`config.mk`:
```
export PLATFORM = sky130hd
export DESIGN_NAME = data_separator_input_control
export DESIGN_NICKNAME = d
export VERILOG_FILES = /design/src/dsep_pkg.sv /design/src/data_separator_input_control.sv
export SDC_FILE = /design/constraint.sdc
export NUM_CORES = 1
export LEC_CHECK = 0
export ABC_AREA = 1
export BUFFER_PORTS_ARGS = -buffer_cell sky130_fd_sc_hd__buf_2
export CORE_ASPECT_RATIO = 1.75
export CORE_MARGIN = 1
export CORE_UTILIZATION = 43
export CTS_BUF_LIST = sky130_fd_sc_hd__clkbuf_4 sky130_fd_sc_hd__clkbuf_8
export DETAILED_ROUTE_END_ITERATION = 8
export PLACE_DENSITY = 0.75
export SLEW_MARGIN = 30
export SYNTH_ARGS = -nofsm -noshare
export SYNTH_HDL_FRONTEND = slang
export SYNTH_SLANG_ARGS = --single-unit
```
`constraint.sdc`:
```
create_clock -name clk -period 1.1 [get_ports clk]
set_input_delay 0.22 -clock clk [delete_from_list [all_inputs] [get_ports clk]]
set_output_delay 0.22 -clock clk [all_outputs]
set_load 0.03 [all_outputs]
```
`src/dsep_pkg.sv`:
```
// Constants and register map of the data separator input control.
// Function
// - Enable high routes read data, low write clock.
// - Every enable transition restarts clamp, and gain sequence when acquire high.
// - One to three period enable pulse is trigger.
// - Enable high reacts to read data rising edges.
// - Enable low reacts to write clock falling edges.
// - Coast low makes charge pump ignore pulses.
// - Divide select high halves clock, low passes.
// - Twice rate, undivided: add two-thirds rate clock.
// - Acquire low holds charge pump in low gain.
// - High gain on enable change, low after 37.
// - Read gate high phase mode, low frequency.
// - Filter mode high only phase and low gain.
// - Selected input synchronised at each enable edge, rising or falling.
package dsep_pkg;
  localparam logic [7:0]  CTRL_ADDR       = 8'h00;
  localparam logic [7:0]  STATUS_ADDR     = 8'h04;
  localparam int          CTL_ENABLE      = 0;
  localparam int          CTL_COAST_N     = 1;
  localparam int          CTL_DIVIDE      = 2;
  localparam int          CTL_ACQUIRE     = 3;
  localparam int          CTL_READ_GATE   = 4;
  localparam logic [4:0]  CTRL_RESET      = 5'h02;
  localparam int          ST_CLAMP        = 0;
  localparam int          ST_HIGH_GAIN    = 1;
  localparam int          ST_PHASE        = 2;
  localparam int          ST_FILTER       = 3;
  localparam int          ST_COUNT_LSB    = 8;
  localparam logic [5:0]  GAIN_PULSES     = 6'h25;
  localparam logic [2:0]  CLAMP_CYCLES    = 3'h4;
  localparam logic [1:0]  THIRD_LAST      = 2'h2;
  localparam logic [31:0] HRDATA_IDLE     = 32'h0000_0000;
  typedef enum logic {FREQ_MODE, PHASE_MODE} pd_mode_t;
endpackage

```
`src/data_separator_input_control.sv`:
```
// Input selector, restart sequencer, gain control and clock dividers.
//
// Register access over AHB-Lite and the register offsets were decided locally.
`timescale 1ns/100ps
`default_nettype none
module data_separator_input_control
  import dsep_pkg::*;
(
  input  wire logic        clk,
  input  wire logic        reset_n,
  input  wire logic        hsel,
  input  wire logic [31:0] haddr,
  input  wire logic [1:0]  htrans,
  input  wire logic        hwrite,
  input  wire logic [2:0]  hsize,
  input  wire logic [31:0] hwdata,
  input  wire logic        hready,
  output logic      [31:0] hrdata,
  output logic             hreadyout,
  output logic             hresp,
  input  wire logic        readData,
  input  wire logic        writeClockIn,
  output logic             phaseRef,
  output logic             pumpPulse,
  output logic             oscClamp,
  output logic             highGain,
  output logic             filterMode,
  output logic             dataClock,
  output logic             twoThirdsClockOut
);
  ////////////////////////////////////////////////////////////////////////////
  logic [4:0]  ctrl_r, ctrl_nxt;
  logic        pend_r, pend_nxt;
  logic        pendWr_r, pendWr_nxt;
  logic [7:0]  pendAddr_r, pendAddr_nxt;
  logic        ready_r, ready_nxt;
  logic [31:0] rdata_r, rdata_nxt;
  logic        enPrev_r, enPrev_nxt;
  logic        sel_r, sel_nxt;
  logic        rdPrev_r, rdPrev_nxt;
  logic        wcPrev_r, wcPrev_nxt;
  logic        pulse_r, pulse_nxt;
  logic        refOut_r, refOut_nxt;
  logic [2:0]  clampCnt_r, clampCnt_nxt;
  logic        gain_r, gain_nxt;
  logic [5:0]  gainCnt_r, gainCnt_nxt;
  pd_mode_t    mode_r, mode_nxt;
  logic        filt_r, filt_nxt;
  logic        half_r, half_nxt;
  logic        dclk_r, dclk_nxt;
  logic [1:0]  third_r, third_nxt;
  logic        tclk_r, tclk_nxt;
  logic        enable, coastN, divide, acquire, readGate;
  logic        toggle, edgeSeen, clampOn;

  assign enable   = ctrl_r[CTL_ENABLE];
  assign coastN   = ctrl_r[CTL_COAST_N];
  assign divide   = ctrl_r[CTL_DIVIDE];
  assign acquire  = ctrl_r[CTL_ACQUIRE];
  assign readGate = ctrl_r[CTL_READ_GATE];
  assign toggle   = enable != enPrev_r;
  assign clampOn  = clampCnt_r != 3'h0;
  // Only the edge kind of the routed channel counts as a pulse.
  assign edgeSeen = sel_r ? (readData & ~rdPrev_r)
                          : (~writeClockIn & wcPrev_r);

  ////////////////////////////////////////////////////////////////////////////
  // One wait state per transfer keeps hrdata straight from a flip-flop.
  always_comb
  begin
    pend_nxt     = 1'b0;
    pendWr_nxt   = pendWr_r;
    pendAddr_nxt = pendAddr_r;
    ready_nxt    = 1'b1;
    rdata_nxt    = rdata_r;
    ctrl_nxt     = ctrl_r;
    if (pend_r)
    begin
      if (pendWr_r && pendAddr_r == CTRL_ADDR)
        ctrl_nxt = hwdata[4:0];
      if (!pendWr_r && pendAddr_r == CTRL_ADDR)
        rdata_nxt = {27'h0000000, ctrl_r};
      else if (!pendWr_r && pendAddr_r == STATUS_ADDR)
        rdata_nxt = {18'h00000, gainCnt_r, 4'h0,
                     filt_r, mode_r == PHASE_MODE, gain_r, clampOn};
      else
        rdata_nxt = HRDATA_IDLE;
    end
    else if (hsel && htrans[1] && hready)
    begin
      pend_nxt     = 1'b1;
      pendWr_nxt   = hwrite;
      pendAddr_nxt = haddr[7:0];
      ready_nxt    = 1'b0;
    end
  end

  ////////////////////////////////////////////////////////////////////////////
  always_comb
  begin
    enPrev_nxt   = enable;
    // Channel choice is latched on each enable edge, so a one to three
    // cycle pulse still yields a clean restart with the inputs tied.
    sel_nxt      = toggle ? enable : sel_r;
    rdPrev_nxt   = readData;
    wcPrev_nxt   = writeClockIn;
    refOut_nxt   = sel_r ? readData : writeClockIn;
    pulse_nxt    = edgeSeen && coastN && !clampOn;
    clampCnt_nxt = toggle ? CLAMP_CYCLES
                 : (clampOn ? clampCnt_r - 3'h1 : clampCnt_r);
    gain_nxt     = gain_r;
    gainCnt_nxt  = gainCnt_r;
    if (!acquire)
    begin
      gain_nxt    = 1'b0;
      gainCnt_nxt = 6'h00;
    end
    else if (toggle)
    begin
      gain_nxt    = 1'b1;
      gainCnt_nxt = 6'h00;
    end
    else if (gain_r && edgeSeen)
    begin
      gainCnt_nxt = gainCnt_r + 6'h01;
      if (gainCnt_r == GAIN_PULSES - 6'h01)
        gain_nxt = 1'b0;
    end
    case (mode_r)
      FREQ_MODE:  mode_nxt = (readGate && !clampOn) ? PHASE_MODE : FREQ_MODE;
      PHASE_MODE: mode_nxt = readGate ? PHASE_MODE : FREQ_MODE;
      default:    mode_nxt = FREQ_MODE;
    endcase
    filt_nxt = mode_nxt == PHASE_MODE && !gain_nxt;
    // Dividers sit still while clamped and restart from phase zero.
    if (clampOn)
    begin
      half_nxt  = 1'b0;
      third_nxt = 2'h0;
      dclk_nxt  = 1'b0;
      tclk_nxt  = 1'b0;
    end
    else
    begin
      half_nxt  = ~half_r;
      third_nxt = (third_r == THIRD_LAST) ? 2'h0 : third_r + 2'h1;
      dclk_nxt  = divide ? ~half_r : 1'b1;
      tclk_nxt  = !divide && third_r == 2'h0;
    end
  end

  ////////////////////////////////////////////////////////////////////////////
  always_ff @(posedge clk or negedge reset_n)
  begin
    if (!reset_n)
    begin
      ctrl_r     <= CTRL_RESET;
      pend_r     <= 1'b0;
      pendWr_r   <= 1'b0;
      pendAddr_r <= 8'h00;
      ready_r    <= 1'b1;
      rdata_r    <= HRDATA_IDLE;
      enPrev_r   <= 1'b0;
      sel_r      <= 1'b0;
      rdPrev_r   <= 1'b0;
      wcPrev_r   <= 1'b0;
      pulse_r    <= 1'b0;
      refOut_r   <= 1'b0;
      clampCnt_r <= 3'h0;
      gain_r     <= 1'b0;
      gainCnt_r  <= 6'h00;
      mode_r     <= FREQ_MODE;
      filt_r     <= 1'b0;
      half_r     <= 1'b0;
      dclk_r     <= 1'b0;
      third_r    <= 2'h0;
      tclk_r     <= 1'b0;
    end
    else
    begin
      ctrl_r     <= ctrl_nxt;
      pend_r     <= pend_nxt;
      pendWr_r   <= pendWr_nxt;
      pendAddr_r <= pendAddr_nxt;
      ready_r    <= ready_nxt;
      rdata_r    <= rdata_nxt;
      enPrev_r   <= enPrev_nxt;
      sel_r      <= sel_nxt;
      rdPrev_r   <= rdPrev_nxt;
      wcPrev_r   <= wcPrev_nxt;
      pulse_r    <= pulse_nxt;
      refOut_r   <= refOut_nxt;
      clampCnt_r <= clampCnt_nxt;
      gain_r     <= gain_nxt;
      gainCnt_r  <= gainCnt_nxt;
      mode_r     <= mode_nxt;
      filt_r     <= filt_nxt;
      half_r     <= half_nxt;
      dclk_r     <= dclk_nxt;
      third_r    <= third_nxt;
      tclk_r     <= tclk_nxt;
    end
  end

  assign hrdata            = rdata_r;
  assign hreadyout         = ready_r;
  assign hresp             = 1'b0;
  assign phaseRef          = refOut_r;
  assign pumpPulse         = pulse_r;
  assign oscClamp          = clampOn;
  assign highGain          = gain_r;
  assign filterMode        = filt_r;
  assign dataClock         = dclk_r;
  assign twoThirdsClockOut = tclk_r;

  ////////////////////////////////////////////////////////////////////////////
  a_route_select: assert property (@(posedge clk) disable iff (!reset_n)
    !toggle |=> phaseRef == (sel_r ? $past(readData) : $past(writeClockIn)))
    else $error("phase reference not from selected input");
  a_toggle_clamp: assert property (@(posedge clk) disable iff (!reset_n)
    toggle |=> oscClamp [*4])
    else $error("clamp length wrong after enable change");
  // A short enable pulse restarts the clamp, so release counts from the
  // last change only.
  a_clamp_end: assert property (@(posedge clk) disable iff (!reset_n)
    toggle ##1 !toggle [*4] |=> !oscClamp)
    else $error("clamp held past last enable change");
  a_short_pulse: assert property (@(posedge clk) disable iff (!reset_n)
    toggle && acquire |=> highGain && gainCnt_r == 6'h00)
    else $error("enable change did not start high gain");
  a_rise_edge: assert property (@(posedge clk) disable iff (!reset_n)
    sel_r && $rose(readData) && coastN && !oscClamp |=> pumpPulse)
    else $error("read data rising edge missed");
  a_fall_edge: assert property (@(posedge clk) disable iff (!reset_n)
    !sel_r && $rose(writeClockIn) |=> !pumpPulse)
    else $error("write clock rising edge counted");
  a_coast_hold: assert property (@(posedge clk) disable iff (!reset_n)
    !coastN |=> !pumpPulse)
    else $error("pulse passed while coasting");
  a_divide_two: assert property (@(posedge clk) disable iff (!reset_n)
    divide && !oscClamp && $past(divide) && $past(!oscClamp) && dataClock
    |=> !dataClock)
    else $error("divide by two not alternating");
  a_third_rate: assert property (@(posedge clk) disable iff (!reset_n)
    twoThirdsClockOut && !divide && !oscClamp |=> !twoThirdsClockOut)
    else $error("two thirds clock too fast");
  a_low_gain: assert property (@(posedge clk) disable iff (!reset_n)
    !acquire |=> !highGain)
    else $error("high gain while acquire low");
  a_gain_count: assert property (@(posedge clk) disable iff (!reset_n)
    highGain && acquire && !toggle && edgeSeen && gainCnt_r == 6'h24
    |=> !highGain)
    else $error("gain did not drop after count");
  a_read_gate: assert property (@(posedge clk) disable iff (!reset_n)
    !readGate |=> mode_r == FREQ_MODE)
    else $error("phase mode with read gate low");
  a_filter_mode: assert property (@(posedge clk) disable iff (!reset_n)
    filterMode |-> mode_r == PHASE_MODE && !highGain)
    else $error("filter mode high outside phase low gain");
  a_div_restart: assert property (@(posedge clk) disable iff (!reset_n)
    $fell(oscClamp) |-> third_r == 2'h0 && !half_r)
    else $error("dividers not restarted at clamp release");
endmodule // data_separator_input_control
`default_nettype wire

```
Word-level counts from Yosys, hierarchy flattened

Index checks and enable logic that the tools add are counted.

Flip-flop bits (word level): 71
Input port bits: 76

Add/sub/neg operators: 3
Equality and inequality tests: 5
Multiplexer cells: 26
Bitwise logic cells: 7
Reduce and logical (&&, ||, !) cells: 21

Operators by type and width:

| operator                                             | number |
|---|---|
| two-way mux 14 bit                                   | 2 |
| two-way mux 6 bit                                    | 3 |
| two-way mux 1 bit                                    | 16 |
| logical AND 1 bit                                    | 11 |
| equality test 8 x 3 -> 1 bit (second input constant) | 1 |
| logical NOT 8 bit                                    | 1 |
| adder 6 x 1 -> 6 bit (second input constant)         | 1 |
| equality test 6 bit (second input constant)          | 1 |
| two-way mux 3 bit                                    | 2 |
| NOT 1 bit                                            | 5 |
| logical NOT 1 bit                                    | 4 |
| two-way mux 2 bit                                    | 2 |
| AND reduction 2 bit                                  | 2 |
| != test 3 x 1 -> 1 bit (second input constant)       | 1 |
| nonzero test 3 bit                                   | 1 |
| subtractor 3 x 1 -> 3 bit (second input constant)    | 1 |
| adder 2 x 1 -> 2 bit (second input constant)         | 1 |
| AND 1 bit                                            | 2 |
| equality test 2 bit (second input constant)          | 1 |
| logical NOT 2 bit                                    | 1 |
| case mux 1 bit (2 select lines)                      | 1 |
| nonzero test 2 bit                                   | 1 |
| != test 1 bit                                        | 1 |

Longest topological paths before layout

Depth after elaboration: 9
Mapped depth: 8
Gate-level depth less buffers: 8

Worst setup path before layout

No wires, ideal clock.

Path kind: reg-to-reg
From: reg clampCnt_r[0]
To: reg clampCnt_r[0]
Library setup time: 0.077 ns
Arrival: 1.121 ns
Required time: 1.023 ns
Slack: -0.098 ns
Stages on the path, launching flop included: 7
Clock period less this slack: 1.198 ns
Cell sequence: dfrtp_1 > inv_1 > ha_1 > nand2_1 > buf_2 > o21ai_0 > a21oi_1

RTL lines:

| element                      | line                                | text |
|---|---|---|
| from (decl)                  | data_separator_input_control.sv:44  | `logic [2:0] clampCnt_r, clampCnt_nxt;` |
| from (signal assigned)       | data_separator_input_control.sv:193 | `clampCnt_r <= clampCnt_nxt;` |
| nonzero test 3 bit           | data_separator_input_control.sv:62  | `assign clampOn = clampCnt_r != 3'h0;` |
| via oscClamp                 | data_separator_input_control.sv:25  | `output logic oscClamp,` |
| nonzero test 2 bit (no line) | --                                  |  |

The timed path passes the listed nets, and every way through them passes these cells. The select of a mux whose other input is x is not followed.
A chain may end at the register's enable or synchronous reset.

Final worst setup path

From: reg gainCnt_r[1]
To: reg filt_r, in the netlist filterMode

Word-level cells in the longest chain between the ends: 7

Ends and longest elaborated chain:

| element                | line                                | text |
|---|---|---|
| from (decl)            | data_separator_input_control.sv:46  | `logic [5:0] gainCnt_r, gainCnt_nxt;` |
| from (signal assigned) | data_separator_input_control.sv:195 | `gainCnt_r <= gainCnt_nxt;` |
| equality test 6 bit    | data_separator_input_control.sv:126 | `if (gainCnt_r == GAIN_PULSES - 6'h01)` |
| two-way mux 1 bit      | data_separator_input_control.sv:126 |  |
| two-way mux 1 bit      | data_separator_input_control.sv:123 | `else if (gain_r && edgeSeen)` |
| two-way mux 1 bit      | data_separator_input_control.sv:118 | `else if (toggle)` |
| two-way mux 1 bit      | data_separator_input_control.sv:113 | `if (!acquire)` |
| logical NOT 1 bit      | data_separator_input_control.sv:134 | `filt_nxt = mode_nxt == PHASE_MODE && !gain_nxt;` |
| logical AND 1 bit      | data_separator_input_control.sv:134 |  |
| via filt_nxt           | data_separator_input_control.sv:48  | `logic filt_r, filt_nxt;` |
| to (signal assigned)   | data_separator_input_control.sv:197 | `filt_r <= filt_nxt;` |
| to (decl)              | data_separator_input_control.sv:48  |  |

The timed path passes the listed nets, and every way through them passes these cells.

==> summary.md <==
| Metric | Value |
|---|---|
| Worst-case clock skew | `0.0123 ns` |
| Count of pins over their slew limit | `0` |
| Crit path capture type | `register` |
| Post-synthesis instance area | `about 2400 um^2` |
| Largest net degree at the start of global routing | `51` |
| Switching Power | `approximately 2.3 mW` |
| Internal power of the cells | `around 4.2 mW` |
| Final hold slack | `about 0.043 ns` |
| Clock Power Share | `20.7%` |
| Switch share | `a little over a third` |
| Total global-route track usage | `between 20% and 30%` |
| Required arrival time at the worst endpoint | `about 1.3 ns` |
| Core Box Area | `about 5300 um^2` |
| Die Height | `around 100 um` |
| Number of failing hold endpoints at the final stage | `0` |
| Final estimated routing congestion in global placement | `just over 0.8` |
| Critical-path cell with the highest stage delay | `sky130_fd_sc_hd__dfrtp_2` |
| Via Count | `2197` |
| Cell seen most often among critical-path stages | `sky130_fd_sc_hd__nand2_2` |
| Horizontal extent of the die | `~58 um` |
| Max H-tree Level | `2` |
| Number of non-filler instances in the completed layout | `approximately 450` |
| Number of antenna violations at the first check in global routing | `0` |
| Number of maximum-capacitance violations | `0` |
| Area share of the leading cell type in the synthesized netlist | `50.6%` |
| Later-pin clock latency in the skew report | `0.31 ns` |
| Sequential share of the synthesized area | `52.8%` |
| Starting utilization of the core area | `roughly 45%` |
| Synthesized area per cell | `between 8 and 9 um^2` |
| Overflow left after global routing | `0` |
| Routed wire length | `about 6500 um` |
| Top post-synthesis cells by area | `sky130_fd_sc_hd__dfrtp_1 51%, sky130_fd_sc_hd__nand2_1 12%, sky130_fd_sc_hd__buf_4 7.3%` |
| Post-placement cell count | `406` |
| Final-report setup violation count | `36` |
| Routed length per placed instance | `14.4 um` |
| Post-Route Utilization | `68.3%` |
| Post-route DRC violation count | `0` |
| Number of synthesized register bits | `50` |
| Area growth from synthesis to final layout | `52.5%` |
| Classification of the worst-slack hold path | `in2reg` |
| Largest vdd supply drop | `around 1.2 mV` |
| Power per unit of standard cell area | `about 1800 nW/um^2` |
| Min cycle time layout | `1.33 ns` |
| Max Clock Freq | `around 0.75 GHz` |
| First-pass iteration count of the detailed router | `4` |
| Synth cell types | `28` |
| IO Port Bufs | `39` |
| DP HPWL | `between 3000 and 4000 um` |
| Maximum buffer depth of the clock tree | `2` |
| Root Buffer | `sky130_fd_sc_hd__clkbuf_8` |
| Share of total power in combinational logic | `roughly 42%` |
| Synthesis warning total | `0` |
| Cell type contributing the most total cell area after synthesis | `sky130_fd_sc_hd__dfrtp_1` |
| Number of antenna repair diodes | `0` |
| CTS Buf Count | `5` |
| Clock transition at the register clock pins on the worst setup and hold paths after CTS | `0.09 ns` |
| PnR Total Power | `roughly 6.5 mW` |
| Critical Path Source Type | `register` |
| Violations in the final reports | `setup timing` |
| Reported leakage power | `approximately 1.8 nW` |
| Fraction of layout instances using a drive strength above 1 | `~50%` |
| Period utilisation layout | `121%` |
| Cell breakdown of the critical path | `inv_2 > ha_4 > nand3_2 > nor2_2 > nand2_1 > nand2_2 > nand2_2 > a21oi_2` |
| DRT iter0 DRCs | `81` |
| Crit path max fanout | `4` |
| Die area | `5830 um^2` |
| Number of nets in the final layout | `453` |
| RSZ-0062 raised after global routing | `true` |
| Number of placement rows | `35` |
| Count of boundary I/O pins | `117` |
| Average vias per placed instance | `4.90` |
| Global-route wire length before repair | `between 9000 and 10000 um` |
| CTS tree | `yes` |
| CP Class | `reg2reg` |
| Outcome | `finished, violations left` |
| Data arrival time of the critical path | `1.56 ns` |
| Final WS setup | `-0.228 ns` |
| Remaining number of nets flagged by the antenna check after routing | `0` |
| Total clock sinks | `50` |
| Fillers | `between 300 and 400` |
| Vias in the first global route | `2035` |
| Slowest stage delay, CP | `around 0.46 ns` |
| Number of standard cells after synthesis | `~270` |
| Part of the power in registers | `a little under two fifths` |
## layout by cell type (no fill, tap or decap), drive strengths merged
cell / n
bufinv: 1
clkinv: 1
xnor2: 1
clkbuf: 7
dlygate4sd3: 1
inv: 25
o21a: 2
ha: 4
buf: 102
nor3: 3
dfrtp: 48
nand4: 5
o21ai: 25
nand2: 83
conb: 22
nor2: 19
dfstp: 2
nor4: 1
nand3: 16
a21oi: 6
## repair_timing
item	4_1_cts	5_1_grt
endpoints found under the setup margin	39	53
pin swaps	22	18
gates resized for setup	66	74
cloned	1	0
hold endpoints to repair	48	0
setup buffers	17	18
hold buffers	1	0
## final cells by class
| type | instances | area, um^2 | area share, % |
|---|---|---|---|
| Timing Repair Buffer | 103 | 837 | 23.1 |
| Clock inverter | 1 | 30.0 | 0.830 |
| Clock buffer | 7 | 90.1 | 2.49 |
| Multi-Input combinational cell | 187 | 1210 | 33.4 |
| Sequential cell | 50 | 1260 | 34.7 |
| Inverter | 26 | 103 | 2.84 |
| Tap cell | 74 | 92.6 | 2.56 |
## power groups by stage
stage,logic [mW],clock network (mW),registers (mW)
4_1_cts,2.23,1.38,2.41
5_1_grt,2.92,1.44,2.50
3_5_place_dp,1.68,0,2.41
3_3_place_gp,1.64,0,2.40
2_1_floorplan,0.906,0,2.54
6_report,2.71,1.36,2.47
## cells in the mapped netlist
| cell | instances |
|---|---|
| sky130_fd_sc_hd__a21oi_1 | 6 |
| sky130_fd_sc_hd__buf_2 | 2 |
| sky130_fd_sc_hd__buf_4 | 23 |
| sky130_fd_sc_hd__clkbuf_1 | 1 |
| sky130_fd_sc_hd__conb_1 | 1 |
| sky130_fd_sc_hd__dfrtp_1 | 48 |
| sky130_fd_sc_hd__dfstp_2 | 2 |
| sky130_fd_sc_hd__ha_1 | 4 |
| sky130_fd_sc_hd__inv_1 | 21 |
| sky130_fd_sc_hd__inv_2 | 5 |
| sky130_fd_sc_hd__nand2_1 | 77 |
| sky130_fd_sc_hd__nand2_2 | 5 |
| sky130_fd_sc_hd__nand2_4 | 1 |
| sky130_fd_sc_hd__nand3_1 | 14 |
| sky130_fd_sc_hd__nand3_4 | 1 |
| sky130_fd_sc_hd__nand4_1 | 4 |
| sky130_fd_sc_hd__nand4_4 | 1 |
| sky130_fd_sc_hd__nor2_1 | 13 |
| sky130_fd_sc_hd__nor2_2 | 3 |
| sky130_fd_sc_hd__nor2_4 | 2 |
| sky130_fd_sc_hd__nor2_8 | 1 |
| sky130_fd_sc_hd__nor3_1 | 2 |
| sky130_fd_sc_hd__nor3_2 | 1 |
| sky130_fd_sc_hd__nor4_1 | 1 |
| sky130_fd_sc_hd__o21a_1 | 2 |
| sky130_fd_sc_hd__o21ai_0 | 13 |
| sky130_fd_sc_hd__o21ai_1 | 12 |
| sky130_fd_sc_hd__xnor2_1 | 1 |
## sequential cells by signal (all words and copies together) (netlist names), 2 cells and up
register	count
ctrl_r	5
hrdata	11
gainCnt_r	6
clampCnt_r	3
pendAddr_r	8
third_r	2
## metrics by stage
step	setup WS [ns]	TNS [ns]	cell area, um^2
finish	-0.228	-4.25	3620
global route	-0.294	-6.38	3620
CTS	-0.232	-2.51	3300
detailed placement	-0.168	-2.79	2810
global placement	-0.119	-2.10	2810
floorplan	-0.0462	-0.103	2460
## routing by layer
layer  routed length (um)  global-route usage (%)
met1                 2150                    22.3
met2                 3750                    39.0
met3                  299                    3.35
met4                  277                    10.4
met5                    0                       0
## path summary, 6_finish.rpt
kind / startpoint / endpoint / slack (ns) / cells past startpoint
max: gainCnt_r[1] / filterMode / -0.23 / 8
min: writeClockIn / wcPrev_r / 0.04 / 1
max reg2reg: gainCnt_r[1] / filterMode / -0.23 / 8
min reg2reg: half_r / half_r / 0.50 / 1
max in group asynchronous: reset_n / ctrl_r[1] / 0.35 / 3
min in group asynchronous: reset_n / hrdata[10] / 0.45 / 3
## cells by family after synthesis
| family | Yosys count | share of synthesized area (%) |
|---|---|---|
| AO/OA/AOI/OAI | 33 | 7.17 |
| XOR/XNOR | 1 | 0.369 |
| adder cells (fa/ha/maj) | 4 | 2.11 |
| buffers and inverters | 52 | 12.0 |
| flip-flops | 50 | 52.8 |
| other | 1 | 0.158 |
| AND/OR/NAND/NOR | 126 | 25.4 |
## worst max-delay path: cells and delay by family (launching register included)
| family | cells | cell delay [ns] |
|---|---|---|
| AO/OA/AOI/OAI | 1 | 0.15 |
| adder cells (fa/ha/maj) | 1 | 0.14 |
| AND/OR/NAND/NOR | 5 | 0.39 |
| buffers and inverters | 1 | 0.10 |
| flip-flops | 1 | 0.46 |
(Power assumes the default switching activity.)
